<file path="src/oacl_pkg.sv">
// constants and types of the oscillator calibration loop
// assumes a 50 MHz system clock and a classic wishbone slave port
// How it works
// - fast loop code 00 internal, 01 crystal
// - slow loop bit: 0 internal, 1 crystal
// - enable bit starts loop, clear stops it
// - enable reads one until loop really stops
// - thirteen bit value: 7 fine, 6 coarse
// - disabled loop: software tunes, oscillator follows
// - enabled loop ignores calibration writes
// - reset loads factory calibration into both parts
// - loop steps only the fine part
// - sixteen bit ratio against 1.024 kHz reference
// - ratio in two bytes, low first, reset zero
package oacl_pkg;
    // ****************************************
    // register indices, byte address is four times these
    // ****************************************
    localparam logic [3:0] IDX_ENABLE = 4'h0;
    localparam logic [3:0] IDX_FINE = 4'h2;
    localparam logic [3:0] IDX_COARSE = 4'h3;
    localparam logic [3:0] IDX_RATIO_LO = 4'h5;
    localparam logic [3:0] IDX_RATIO_HI = 4'h6;
    localparam logic [3:0] IDX_REF_SEL = 4'h8;
    // ****************************************
    // field positions and widths
    // ****************************************
    localparam int FINE_W = 7;
    localparam int COARSE_W = 6;
    localparam int RATIO_W = 16;
    localparam int BIT_ENABLE = 0;
    localparam int BIT_SLOW_REF = 0;
    localparam int POS_FAST_REF = 1;
    // ****************************************
    // reset values
    // ****************************************
    localparam logic [7:0] RST_RATIO_BYTE = 8'h00;
    localparam logic [1:0] RST_FAST_REF = 2'h0;
    localparam logic RST_SLOW_REF = 1'b0;
    // ****************************************
    // reference codes
    // ****************************************
    localparam logic [1:0] REF_INTERNAL = 2'h0;
    localparam logic [1:0] REF_CRYSTAL = 2'h1;
    // ****************************************
    // counts
    // ****************************************
    localparam int REF_HZ = 32768;
    localparam int CMP_REF_HZ = 1024;
    localparam int REF_DIV = REF_HZ / CMP_REF_HZ;
    localparam logic [4:0] REF_DIV_LAST = 5'(REF_DIV - 1);
    localparam logic [FINE_W-1:0] FINE_MAX = 7'h7F;
    localparam logic [FINE_W-1:0] FINE_MIN = 7'h00;
    // ****************************************
    // loop states
    // ****************************************
    typedef enum logic [1:0] {
        ST_IDLE,
        ST_ARM,
        ST_MEASURE,
        ST_STOPPING
    } oacl_state_t;
endpackage

</file>
<file path="src/oacl_ref_if.sv">
// link between the loop and its reference divider
// assumes both ends sit on the system clock
`timescale 1ns/1ps
`default_nettype none
interface oacl_ref_if;
    logic [1:0] ref_code; // chosen reference code
    logic period_pulse; // one 1.024 kHz period ended
    // ****************************************
    // modports
    // ****************************************
    modport src (input ref_code, output period_pulse);
    modport sink (output ref_code, input period_pulse);
endinterface
`default_nettype wire

</file>
<file path="src/oacl_ref_div.sv">
// reference picker and divider to 1.024 kHz periods
// assumes reference inputs already synchronous to clk_i
`timescale 1ns/1ps
`default_nettype none
module oacl_ref_div
    import oacl_pkg::*;
(
    input wire logic clk_i,
    input wire logic rst_i,
    input wire logic ref_int_i,
    input wire logic ref_ext_i,
    oacl_ref_if.src ref_if
);
    // ****************************************
    // reference choice
    // ****************************************
    logic ref_lvl; // chosen reference level
    logic ref_ok; // code is not reserved
    logic ref_prev_reg; // last reference level
    logic [4:0] div_reg; // edges in this period
    logic rise; // reference rising edge
    // reserved codes give no reference at all
    always_comb begin
        case (ref_if.ref_code)
            REF_INTERNAL: begin
                ref_lvl = ref_int_i;
                ref_ok = 1'b1;
            end
            REF_CRYSTAL: begin
                ref_lvl = ref_ext_i;
                ref_ok = 1'b1;
            end
            default: begin
                ref_lvl = 1'b0;
                ref_ok = 1'b0;
            end
        endcase
    end
    assign rise = ref_ok && ref_lvl && !ref_prev_reg;
    // edge history
    always_ff @(posedge clk_i) begin
        if (rst_i) begin
            ref_prev_reg <= 1'b0;
        end else begin
            ref_prev_reg <= ref_lvl;
        end
    end
    // ****************************************
    // divide by 32 edges
    // ****************************************
    always_ff @(posedge clk_i) begin
        if (rst_i) begin
            div_reg <= 5'h00;
        end else if (rise) begin
            div_reg <= (div_reg == REF_DIV_LAST) ? 5'h00 : div_reg + 5'h01;
        end
    end
    assign ref_if.period_pulse = rise && (div_reg == REF_DIV_LAST);
endmodule
`default_nettype wire

</file>
<file path="src/oacl_top.sv">
// frequency locked tuner for an internal rc oscillator
// assumes oscillator ticks and references synchronous to clk_i
`timescale 1ns/1ps
`default_nettype none
module oacl_top
    import oacl_pkg::*;
#(
    parameter bit FAST_LOOP = 1'b1 // 1 fast loop, 0 slow loop
) (
    input wire logic clk_i,
    input wire logic rst_i,
    // wishbone classic slave
    input wire logic cyc_i,
    input wire logic stb_i,
    input wire logic we_i,
    input wire logic [5:2] adr_i,
    input wire logic [3:0] sel_i,
    input wire logic [31:0] dat_i,
    output logic [31:0] dat_o,
    output logic ack_o,
    // factory values from signature storage
    input wire logic [oacl_pkg::FINE_W-1:0] factory_fine_i,
    input wire logic [oacl_pkg::COARSE_W-1:0] factory_coarse_i,
    // reference clocks, sampled
    input wire logic internal_slow_rc_i,
    input wire logic external_watch_crystal_i,
    // one pulse per counted oscillator cycle
    input wire logic osc_tick_i,
    // tuning to the oscillator
    output logic [oacl_pkg::FINE_W-1:0] tune_fine_part_o,
    output logic [oacl_pkg::COARSE_W-1:0] tune_coarse_part_o,
    output logic [1:0] fast_loop_ref_select_o,
    output logic slow_loop_ref_select_o,
    output logic loop_active_o
);
    // ****************************************
    // declarations
    // ****************************************
    oacl_state_t state_reg; // loop state
    oacl_state_t state_next; // loop state next
    logic ack_reg; // bus answer
    logic [31:0] dat_reg; // read data
    logic wr_en; // write takes effect now
    logic sel_ok; // low byte lane chosen
    logic [7:0] wr_byte; // written byte
    logic [FINE_W-1:0] fine_reg; // fine part
    logic [COARSE_W-1:0] coarse_reg; // coarse part
    logic [7:0] ratio_lo_reg; // ratio bits 7:0
    logic [7:0] ratio_hi_reg; // ratio bits 15:8
    logic [1:0] fast_ref_reg; // fast loop reference
    logic slow_ref_reg; // slow loop reference
    logic [RATIO_W-1:0] count_reg; // ticks this period
    logic [RATIO_W-1:0] ratio; // joined ratio
    logic enable_wr; // write to enable register
    logic enable_val; // written enable bit
    logic period; // reference period ended
    logic active; // loop holds calibration
    // carries the code out and the pulses back
    oacl_ref_if ref_if ();

    // ****************************************
    // register map, byte address four times index
    // ****************************************
    // index 0: loop enable in bit 0
    // reads back one while the loop still runs
    // index 2: fine part in bits 6:0
    // index 3: coarse part in bits 5:0
    // index 5: ratio bits 7:0
    // index 6: ratio bits 15:8
    // index 8: slow reference bit 0
    // index 8: fast reference code in bits 2:1
    // other indices read zero, writes dropped
    // upper bits of every register read zero
    // only byte lane 0 takes part in writes

    // ****************************************
    // helper functions
    // ****************************************
    // the fine part clips at both ends
    // a wrap would throw the oscillator far off
    // saturating step of the fine part
    function automatic logic [FINE_W-1:0] step_fine(
        input logic [FINE_W-1:0] cur,
        input logic up
    );
        logic [FINE_W-1:0] res;
        res = cur;
        if (up && cur != FINE_MAX) begin
            res = cur + 7'h01;
        end else if (!up && cur != FINE_MIN) begin
            res = cur - 7'h01;
        end
        return res;
    endfunction

    // every register is one byte wide
    // low byte padded to a bus word
    function automatic logic [31:0] to_word(input logic [7:0] b);
        return {24'h000000, b};
    endfunction

    // ****************************************
    // reference divider
    // ****************************************
    // the FAST_LOOP parameter picks which field gives the reference code
    assign ref_if.ref_code = FAST_LOOP ? fast_ref_reg : {1'b0, slow_ref_reg};
    oacl_ref_div u_ref_div (
        .clk_i(clk_i),
        .rst_i(rst_i),
        .ref_int_i(internal_slow_rc_i),
        .ref_ext_i(external_watch_crystal_i),
        .ref_if(ref_if)
    );
    assign period = ref_if.period_pulse;
    // period pulses only for a valid code
    // reserved codes starve the loop of periods

    // ****************************************
    // wishbone slave
    // ****************************************
    // request taken on the edge with ack low
    // ack rises for exactly one cycle after it
    // master must drop cyc and stb after ack
    // holding them would start a second cycle
    // unmapped indices are answered as well
    // answer one cycle after the request
    always_ff @(posedge clk_i) begin
        if (rst_i) begin
            ack_reg <= 1'b0;
        end else begin
            ack_reg <= cyc_i && stb_i && !ack_reg;
        end
    end
    assign ack_o = ack_reg;

    // write data and address must still stand here
    // lanes 3:1 are ignored
    // writes land on the edge that sees ack
    assign sel_ok = sel_i[0];
    assign wr_en = cyc_i && stb_i && we_i && ack_reg && sel_ok;
    assign wr_byte = dat_i[7:0];
    assign enable_wr = wr_en && (adr_i == IDX_ENABLE);
    assign enable_val = wr_byte[BIT_ENABLE];

    // read data is captured when the request is taken
    // it stays until the next request is taken
    // read data loads with the ack
    always_ff @(posedge clk_i) begin
        if (rst_i) begin
            dat_reg <= 32'h00000000;
        end else if (cyc_i && stb_i && !ack_reg) begin
            case (adr_i)
                IDX_ENABLE: begin
                    // stays one until stopped
                    dat_reg <= to_word({7'h00, active});
                end
                IDX_FINE: begin
                    dat_reg <= to_word({1'b0, fine_reg});
                end
                IDX_COARSE: begin
                    dat_reg <= to_word({2'h0, coarse_reg});
                end
                IDX_RATIO_LO: begin
                    dat_reg <= to_word(ratio_lo_reg);
                end
                IDX_RATIO_HI: begin
                    dat_reg <= to_word(ratio_hi_reg);
                end
                IDX_REF_SEL: begin
                    // reserved bits read zero
                    dat_reg <= to_word({5'h00, fast_ref_reg, slow_ref_reg});
                end
                default: begin
                    // unmapped reads zero
                    dat_reg <= 32'h00000000;
                end
            endcase
        end
    end
    assign dat_o = dat_reg;

    // ****************************************
    // loop state machine
    // ****************************************
    // idle: oscillator follows the held value
    // arm: waits for the first period to end
    // the first count would be partial, so skip it
    // measure: one step per later period end
    // stopping: enable still reads one
    // the last period must finish before idle
    // so the reference has to keep running
    // turning it off early leaves this state stuck
    // disable while arming stops at once
    // re-enable while stopping resumes measuring unless a period ends that cycle
    // loop stops at a period boundary, except from arm
    always_comb begin
        state_next = state_reg;
        case (state_reg)
            ST_IDLE: begin
                if (enable_wr && enable_val) begin
                    state_next = ST_ARM;
                end
            end
            ST_ARM: begin
                // no measurement yet, stop at once
                if (enable_wr && !enable_val) begin
                    state_next = ST_IDLE;
                end else if (period) begin
                    state_next = ST_MEASURE;
                end
            end
            ST_MEASURE: begin
                if (enable_wr && !enable_val) begin
                    state_next = ST_STOPPING;
                end
            end
            ST_STOPPING: begin
                // needs the reference kept running
                if (period) begin
                    state_next = ST_IDLE;
                end else if (enable_wr && enable_val) begin
                    state_next = ST_MEASURE;
                end
            end
            default: begin
                state_next = ST_IDLE;
            end
        endcase
    end

    // one flop set holds the loop phase
    // state register
    always_ff @(posedge clk_i) begin
        if (rst_i) begin
            state_reg <= ST_IDLE;
        end else begin
            state_reg <= state_next;
        end
    end
    assign active = (state_reg != ST_IDLE);
    assign loop_active_o = active;

    // ****************************************
    // oscillator tick counter
    // ****************************************
    // counts oscillator ticks between pulses
    // the pulse cycle itself starts a new count
    // saturation keeps a fast oscillator from wrapping
    // a wrapped count would step the wrong way
    // idle holds the count at zero
    // restart each period, saturate at top
    always_ff @(posedge clk_i) begin
        if (rst_i) begin
            count_reg <= '0;
        end else if (period || state_reg == ST_IDLE) begin
            count_reg <= '0;
        end else if (osc_tick_i && count_reg != '1) begin
            count_reg <= count_reg + 16'h0001;
        end
    end

    // ****************************************
    // calibration registers
    // ****************************************
    // fine part: software while idle, loop while active
    // coarse part: software while idle only
    // reset reloads both from the factory inputs
    // fine and coarse writes while active are acked but dropped
    assign ratio = {ratio_hi_reg, ratio_lo_reg};

    // fine part: factory, software or loop
    always_ff @(posedge clk_i) begin
        if (rst_i) begin
            fine_reg <= factory_fine_i;
        end else if (!active) begin
            if (wr_en && adr_i == IDX_FINE) begin
                fine_reg <= wr_byte[FINE_W-1:0];
            end
        end else if (period && state_reg != ST_ARM) begin
            // writes ignored here, loop steps
            if (count_reg < ratio) begin
                fine_reg <= step_fine(fine_reg, 1'b1);
            end else if (count_reg > ratio) begin
                fine_reg <= step_fine(fine_reg, 1'b0);
            end
        end
    end

    // only software may change the range
    // the loop has no path into this register
    // coarse part: never touched by the loop
    always_ff @(posedge clk_i) begin
        if (rst_i) begin
            coarse_reg <= factory_coarse_i;
        end else if (!active && wr_en && adr_i == IDX_COARSE) begin
            coarse_reg <= wr_byte[COARSE_W-1:0];
        end
    end

    // the two bytes are written one at a time
    // the loop may compare against a half-written ratio
    // one wrong step at most, then it recovers
    // ratio bytes, low byte at lower index
    always_ff @(posedge clk_i) begin
        if (rst_i) begin
            ratio_lo_reg <= RST_RATIO_BYTE;
            ratio_hi_reg <= RST_RATIO_BYTE;
        end else if (wr_en) begin
            if (adr_i == IDX_RATIO_LO) begin
                ratio_lo_reg <= wr_byte;
            end
            if (adr_i == IDX_RATIO_HI) begin
                ratio_hi_reg <= wr_byte;
            end
        end
    end

    // both fields share one register
    // changing the code mid-run can add one stray edge
    // software should change it with the loop idle
    // reference select fields
    always_ff @(posedge clk_i) begin
        if (rst_i) begin
            fast_ref_reg <= RST_FAST_REF;
            slow_ref_reg <= RST_SLOW_REF;
        end else if (wr_en && adr_i == IDX_REF_SEL) begin
            fast_ref_reg <= wr_byte[POS_FAST_REF +: 2];
            slow_ref_reg <= wr_byte[BIT_SLOW_REF];
        end
    end

    // ****************************************
    // outputs to the oscillator
    // ****************************************
    // tuning values go straight from registers
    // no glitches reach the oscillator this way
    // reference selects feed the oscillator block
    // loop_active_o mirrors the readable enable bit
    // oscillator follows the held value
    assign tune_fine_part_o = fine_reg;
    assign tune_coarse_part_o = coarse_reg;
    assign fast_loop_ref_select_o = fast_ref_reg;
    assign slow_loop_ref_select_o = slow_ref_reg;
endmodule
`default_nettype wire

</file>
<file path="config.mk">
export PLATFORM = sky130hd
export DESIGN_NAME = oacl_top
export DESIGN_NICKNAME = d
export VERILOG_FILES = /design/src/oacl_pkg.sv /design/src/oacl_ref_if.sv /design/src/oacl_ref_div.sv /design/src/oacl_top.sv
export SDC_FILE = /design/constraint.sdc
export NUM_CORES = 1
export LEC_CHECK = 0
export BUFFER_PORTS_ARGS = -buffer_cell sky130_fd_sc_hd__clkbuf_2
export CORE_UTILIZATION = 30
export CTS_CLUSTER_SIZE = 30
export DETAILED_ROUTE_END_ITERATION = 16
export GPL_TIMING_DRIVEN = 0
export SETUP_SLACK_MARGIN = 0.5
export SLEW_MARGIN = 20
export SYNTH_ARGS = -nofsm -noshare
export SYNTH_HDL_FRONTEND = slang
export SYNTH_SLANG_ARGS = --single-unit
</file>
<file path="constraint.sdc">
create_clock -name clk_i -period 3.7 [get_ports clk_i]
set_input_delay 0.185 -clock clk_i [delete_from_list [all_inputs] [get_ports clk_i]]
set_output_delay 0.185 -clock clk_i [all_outputs]
set_load 0.02 [all_outputs]
</file>
==> results of run 1 <==
[cells in the final DEF, fill, tap and decap left out, types with 7 or more instances in the layout]
cell       instances
nand4_1            8
dfxtp_1           31
ha_1              13
inv_1             21
nand2_1           32
ha_4              11
clkbuf_1          12
dfxtp_2           20
conb_1            24
nor3_1            14
a21oi_1           22
buf_4             34
a22oi_1            7
o21ai_0           14
clkbuf_2          57
mux2_2             8
nand3_1           15
nor2_1            46
xnor2_1           13
mux2i_1           26
edfxtp_1          13
clkbuf_16          9
[cell usage after synthesis, drive strengths merged, types with 5 or more instances]
cell	n	area, sq um
buf	30	216
nand3b	6	45.0
o2bb2ai	5	43.8
nor3	15	75.1
xnor2	13	114
a2bb2oi	6	52.6
and4	5	43.8
nor2	48	183
nand2	35	134
clkbuf	12	45.0
o21ai	17	85.1
a31oi	5	31.3
nor2b	5	31.3
edfxtp	13	390
mux2i	26	260
mux2	8	90.1
inv	26	97.6
dfxtp	52	1040
nand4	8	50.1
nor4	7	58.8
ha	24	300
a21oi	25	125
nand3	16	85.1
a22oi	7	52.6
[area by class of cell]
cell class	instances	area, sq um	share of cell area
plain buffers	42	262	0.0494
flip-flops and latches	65	1460	0.276
repair buffers	67	360	0.0680
inverters	27	109	0.0205
clock inverters	6	41.3	0.00779
well taps	176	220	0.0416
multi-input cells	354	2610	0.492
clock buffers	10	239	0.0451
[per-stage QoR]
stage                     total power, mW  utilization  hold WS [ns]  instances
after floorplan                     0.922            -         0.329        488
after global placement              0.994        0.354         0.442        721
after detailed placement            0.999        0.354         0.457        721
after CTS                            1.82        0.390         0.114        746
after global routing                 1.87        0.400         0.121        747
final                                1.81        0.400         0.114        747
[where the power goes]
part | switching, mW | internal, mW
combinational | 0.137 | 0.0960
clock | 0.341 | 0.473
sequential | 0.0231 | 0.741
[logic make-up (layout without fill, tap and decap cells)]
| family | Yosys count | after routing |
|---|---|---|
| adders and majority gates | 25 | 25 |
| and+or+nand+nor | 167 | 167 |
| xor gates and xnor gates | 15 | 15 |
| buffers and inverters | 69 | 152 |
| AOI/OAI and AO/OA | 89 | 89 |
| muxes | 34 | 34 |
| DFF | 65 | 65 |
| other | 1 | 24 |
[critical path: cells and delay by family, from the launching register on]
family                     cells  cell delay [ns]
and+or+nand+nor                5             1.17
AOI/OAI and AO/OA              4             0.85
adders and majority gates      2             0.57
DFF                            1             0.35
buffers and inverters          2             0.10
[routing by layer]
layer	GRT usage	share of wire	up-vias
met3	0.0314	0.063	18
met1	0.239	0.48	1798
li1	-	-	1836
met2	0.262	0.44	140
met5	0	0	-
met4	0.0609	0.016	0
[path summary, 6_finish.rpt]
kind                   start             endpoint  cells after the start
max          ratio_hi_reg[4]  tune_fine_part_o[6]                     13
min                 dat_i[7]      ratio_lo_reg[7]                      3
min reg2reg         dat_o[7]             dat_o[7]                      2
max reg2reg  ratio_hi_reg[4]  tune_fine_part_o[6]                     13
[repair_timing]
action                                 4_1_cts  5_1_grt
pin swaps                                   10       17
endpoints found under the hold margin        0        0
resized for setup                           32       27
buffers inserted                             9        1
setup endpoints to repair                    4        3
==> flow_summary_export.csv, run 1 <==
group,metric,value,unit
run_status,status,"complete, no violations",
synthesis,synth_fa_ha_area_frac,0.0786,
die,io_pins,111,
drt,viasPerCell,5.08,
min_path,min_path_type,"in2reg",
worst_setup_path,cp-start-kind,"flip-flop",
grt,overflow,0,
grt,grt_max_degree,13,
synthesis,ys_warn_count,0,
sta,timing.slew.headroom,0.469,
placement,place_area,4690,sq um
drt,vias,3792,
sta,tightestPinTransition,0.793,ns
drt,drtIter0Drc,257,
sta,final.setup_skew,0.0136,ns
worst_setup_path,worstPathArrival,3.37,ns
worst_setup_path,cp_slowest_cell,"or4b_1",
layout,nNetsFinal,652,
sta,slew_violations,0,
drt,ant_nets,0,
clocking,cts_sinks,65,
placement,gp_congestion,0.849,
worst_setup_path,regToRegSetupSlack,0.42,ns
drt,drtPass1Iterations,5,
synthesis,synth_top_family_by_area,"simple AND/OR/NAND/NOR gates",
power,power_density,342,nW/um^2
worst_setup_path,cpPeakStageDelay,0.52,ns
synthesis,syn_inst,465,
synthesis,synth.distinct_cells,57,
die,core,13200,sq um
grt,grt_usage,0.171,
worst_setup_path,cp_max_fo,6,
layout,synthToLayoutAreaGrowth,29.9,%
placement,port_buffers,57,
drt,drc_errors,0,
die,dieArea,14100,sq um
synthesis,synth-seq-area-share,0.351,
sta,fmax,0.305,GHz
power,ir_drop,0.000193,V
power,leakagePower,2.17,nW
synthesis,synth_flop_cell,"dfxtp_1",
clocking,root_buffer,"clkbuf_16",
layout,postLayoutCellArea,5300,sq um
grt,grt_pass1_vias,3478,
grt,grt_pass1_wl,18500,microns
clocking,clockBufferDepth,2,
synthesis,avgSynthCellArea,8.77,sq um
synthesis,ys_seq_elements,65,
clocking,htree_levels,3,
clocking,cts_tree,"done",
sta,layout_setup_ws,0.416,ns
sta,finalSetupViolations,0,
layout,drive_above_1_share,0.322,
sta,post-route-min-period,3.28,ns
synthesis,async_flop_share,0,
worst_setup_path,endpoint_kind,"flip-flop",
drt,wl_per_cell,16.0,microns
placement,place_hpwl,8870,microns
synthesis,synthSimpleGateAreaFrac,0.217,
synthesis,synth-compound-area-share,0.146,
clocking,cts_inserted_buffers,9,
worst_setup_path,worstSetupPathType,"reg2reg",
die,dieHeight,119,microns
synthesis,synth_mux_area_frac,0.0859,
worst_setup_path,crit_chain,"inv_2 > ha_1 > nand4_1 > nor2_2 > a221oi_4 > and3_4 > inv_8 > ha_4 > a211oi_4 > or4b_1 > a311o_1 > a31oi_1 > nor3_2",
sta,rsz0062_at_grt,"yes",
clocking,worstSkewPairLatency,0.34,ns
synthesis,synth-edff-count,13,
sta,tns,0,ns
clocking,path_clk_slew,0.06,ns
drt,wirelength,11900,microns
layout,diodes,0,
grt,antenna_found_initial,0,
synthesis,netlist_area,4080,sq um
clocking,ctsHoldBuffers,0,
die,die_width,119,microns
sta,period_share,0.888,
layout,nFillCells,1304,
job,max-cap-violations,0,
worst_setup_path,cp_data_required_time,3.79,ns
placement,dp_slack,0.0945,ns
die,row_count,42,
synthesis,synthXorXnorAreaFrac,0.0322,
layout,largest_reg_flops,16,
sta,final-hold-violation-count,0,
die,start_util,0.308,
No activity file was read; power rests on OpenSTA's default activity.
==> run 2: changes to the inputs <==
ABC_AREA = 1   (was unset)
==> run 2 against run 1 <==
  * Count of clock-buffer cells in the layout grew 1
  * Largest power group unchanged
  * Maximum frequency rose by 15%
  * Via count increased by 0.92%
  * Sequential cell count unchanged
  * Final cell count up 8.3%
  * First-iteration DRC count increased by 11%
  * Global-route usage down 1.3 points
  * Combinational power is 10% lower
  * Hold slack better by 0.013 ns
  * Largest cell class unchanged
  * Design area decreased by 7.0%
  * Sequential share of layout area up 1.5 points
  * Total power is 5.7% higher
==> flow_summary_export.csv, run 2 <==
group,metric,value,unit
synthesis,yosysMostFrequentCell,"nand2_1",
sta,tightestPinTransition,1.11,ns
sta,timing.slew.headroom,0.251,
clocking,cts_inserted_buffers,9,
die,dieArea,13800,sq um
drt,vias,3827,
layout,drive_above_1_share,0.218,
clocking,cts_sinks,65,
sta,period_share,0.771,
worst_setup_path,cp_data_required_time,3.78,ns
die,die_width,117,microns
clocking,path_clk_slew,0.06,ns
layout,mostFrequentLayoutCells,"nand2_1, clkbuf_2, dfxtp_1, inv_1, nor2_1",
synthesis,synth_flop_cell,"dfxtp_1",
job,max-cap-violations,0,
layout,multiInputGateArea,2180,sq um
layout,fin_util,0.384,
layout,layout.cells.non_filler,809,
clocking,cts_tree,"done",
die,dieHeight,117,microns
sta,finalSetupViolations,0,
grt,grt_max_degree,12,
synthesis,synth-edff-count,13,
worst_setup_path,endpoint_kind,"flip-flop",
drt,wirelength,10600,microns
synthesis,async_flop_share,0,
layout,diodes,0,
synthesis,yosysTopAreaCellShare,0.260,
layout,final_common_cell,"nand2_1",
clocking,htree_levels,3,
drt,ant_nets,0,
worst_setup_path,worstPathArrival,2.93,ns
sta,tns,0,ns
worst_setup_path,cp_slowest_cell,"ha_1",
sta,slew_violations,0,
grt,grt_usage,0.158,
sta,post-route-min-period,2.85,ns
power,ir_drop,0.000195,V
synthesis,ys_seq_elements,65,
synthesis,netlist_area,4000,sq um
synthesis,avgSynthCellArea,7.41,sq um
worst_setup_path,critPathMostFrequentCell,"nand2_1",
worst_setup_path,crit_chain,"inv_1 > ha_1 > nand2_1 > nand2_1 > nand3_1 > nand2_1 > a21oi_1 > nand2_2 > ha_1 > a21oi_1 > nand2_1 > nand2_1 > nand2_1 > a21oi_1 > nor2_1 > nor2_1 > o21bai_1",
power,leakagePower,2.15,nW
placement,place_hpwl,8390,microns
drt,wl_per_cell,13.1,microns
min_path,min_from,"factory_coarse_i[1]",
layout,largest_reg_flops,16,
placement,gp_congestion,0.842,
synthesis,syn_inst,539,
synthesis,synth.area.top_cells,"dfxtp_1, nand2_1, edfxtp_1, ha_1, a21oi_1",
drt,drtPass1Iterations,5,
layout,nNetsFinal,718,
worst_setup_path,cp-startpoint,"ratio_hi_reg[1]",
placement,place_area,4590,sq um
grt,grt_pass1_vias,3517,
layout,seq_area,1430,sq um
worst_setup_path,cpPeakStageDelay,0.39,ns
die,core,12800,sq um
synthesis,ys_warn_count,0,
grt,overflow,0,
placement,dp_cells,793,
layout,postLayoutCellArea,4930,sq um
die,row_count,41,
placement,port_buffers,59,
sta,final-hold-violation-count,0,
worst_setup_path,cpLargestDelayFamily,"simple AND/OR/NAND/NOR gates",
synthesis,yosys-top-cells-count,"nand2_1, dfxtp_1, inv_1, nor2_1, a21oi_1",
synthesis,yosys.area.top_type,"dfxtp_1",
clocking,ctsHoldBuffers,0,
drt,viasPerCell,4.73,
sta,rsz0062_at_grt,"no",
worst_setup_path,worstReg2RegStart,"ratio_hi_reg[1]",
min_path,min_path_type,"in2reg",
run_status,status,"complete, no violations",
drt,drtIter0Drc,286,
clocking,clockBufferDepth,2,
die,io_pins,111,
clocking,worstSkewPairLatency,0.33,ns
layout,synthToLayoutAreaGrowth,23.3,%
drt,drc_errors,0,
worst_setup_path,cp-start-kind,"flip-flop",
grt,grt_pass1_wl,17200,microns
synthesis,synth-seq-area-share,0.358,
grt,antenna_found_initial,0,
worst_setup_path,cp_max_fo,8,
worst_setup_path,worstSetupPathType,"reg2reg",
clocking,post_cts_buffers,0,
power,power_density,389,nW/um^2
sta,fmax,0.351,GHz
worst_setup_path,crit_buf_inv,1,
synthesis,synth.distinct_cells,49,
clocking,root_buffer,"clkbuf_16",
clocking,cts_resized,0,
die,start_util,0.312,
layout,nFillCells,1341,
sta,final.setup_skew,0.00711,ns
==> run 2: stage by stage <==
stage / setup slack [ns] / power [mW] / hold WS [ns]
5_1_grt: 0.576 / 1.98 / 0.137
3_3_place_gp: 0.884 / 0.980 / 0.439
4_1_cts: 0.810 / 1.92 / 0.124
3_5_place_dp: 0.824 / 0.983 / 0.444
2_1_floorplan: 1.23 / 0.915 / 0.345
6_report: 0.848 / 1.91 / 0.127
==> run 2: layout make-up <==
class | count | area share
multi-input combinational | 400 | 0.442
clock buffer | 11 | 0.0516
tap | 172 | 0.0437
timing repair buffer | 59 | 0.0599
buffer | 34 | 0.0485
clock inverter | 5 | 0.0155
sequential | 65 | 0.291
inverter | 63 | 0.0480
==> run 2: layer usage <==
layer | part of all wire | track usage | vias up
met2 | 0.46 | 0.247 | 156
met5 | 0 | 0 | -
met1 | 0.47 | 0.209 | 1727
met4 | 0.019 | 0.0657 | 0
met3 | 0.060 | 0.0365 | 17
li1 | - | - | 1927
==> run 2: logic make-up (layout without fill, tap and decap cells) <==
| group | Yosys count | count (layout) | synth area share |
|---|---|---|---|
| buffers and inverters | 97 | 172 | 0.119 |
| xor gates and xnor gates | 11 | 11 | 0.0241 |
| DFF | 65 | 65 | 0.358 |
| other | 1 | 24 | 0.000938 |
| and+or+nand+nor | 229 | 229 | 0.263 |
| adders and majority gates | 25 | 25 | 0.0802 |
| AOI/OAI and AO/OA | 111 | 111 | 0.154 |
==> run 2: worst register-to-register path: stages (launching register included) <==
cell and delay (ns):
dfxtp_1 0.30, inv_1 0.07, ha_1 0.31, nand2_1 0.07, nand2_1 0.05, nand3_1 0.07, nand2_1 0.05, a21oi_1 0.27
nand2_2 0.21, ha_1 0.39, a21oi_1 0.16, nand2_1 0.09, nand2_1 0.06, nand2_1 0.05, a21oi_1 0.14, nor2_1 0.06
nor2_1 0.15, o21bai_1 0.08
==> run 2: worst paths after layout <==
kind / endpoint / slack (ns) / cells past startpoint
worst max-delay path: tune_fine_part_o[5] / 0.85 / 17
worst min-delay path: tune_coarse_part_o[1] / 0.13 / 3
worst max register to register: tune_fine_part_o[5] / 0.85 / 17
worst min register to register: state_reg[0] / 0.45 / 1
==> run 2: report_power, final <==
| group | internal (mW) | switching (mW) | total (mW) |
|---|---|---|---|
| registers | 0.744 | 0.0186 | 0.762 |
| clock network | 0.627 | 0.316 | 0.943 |
| logic | 0.0767 | 0.132 | 0.209 |
| total | 1.45 | 0.467 | 1.91 |
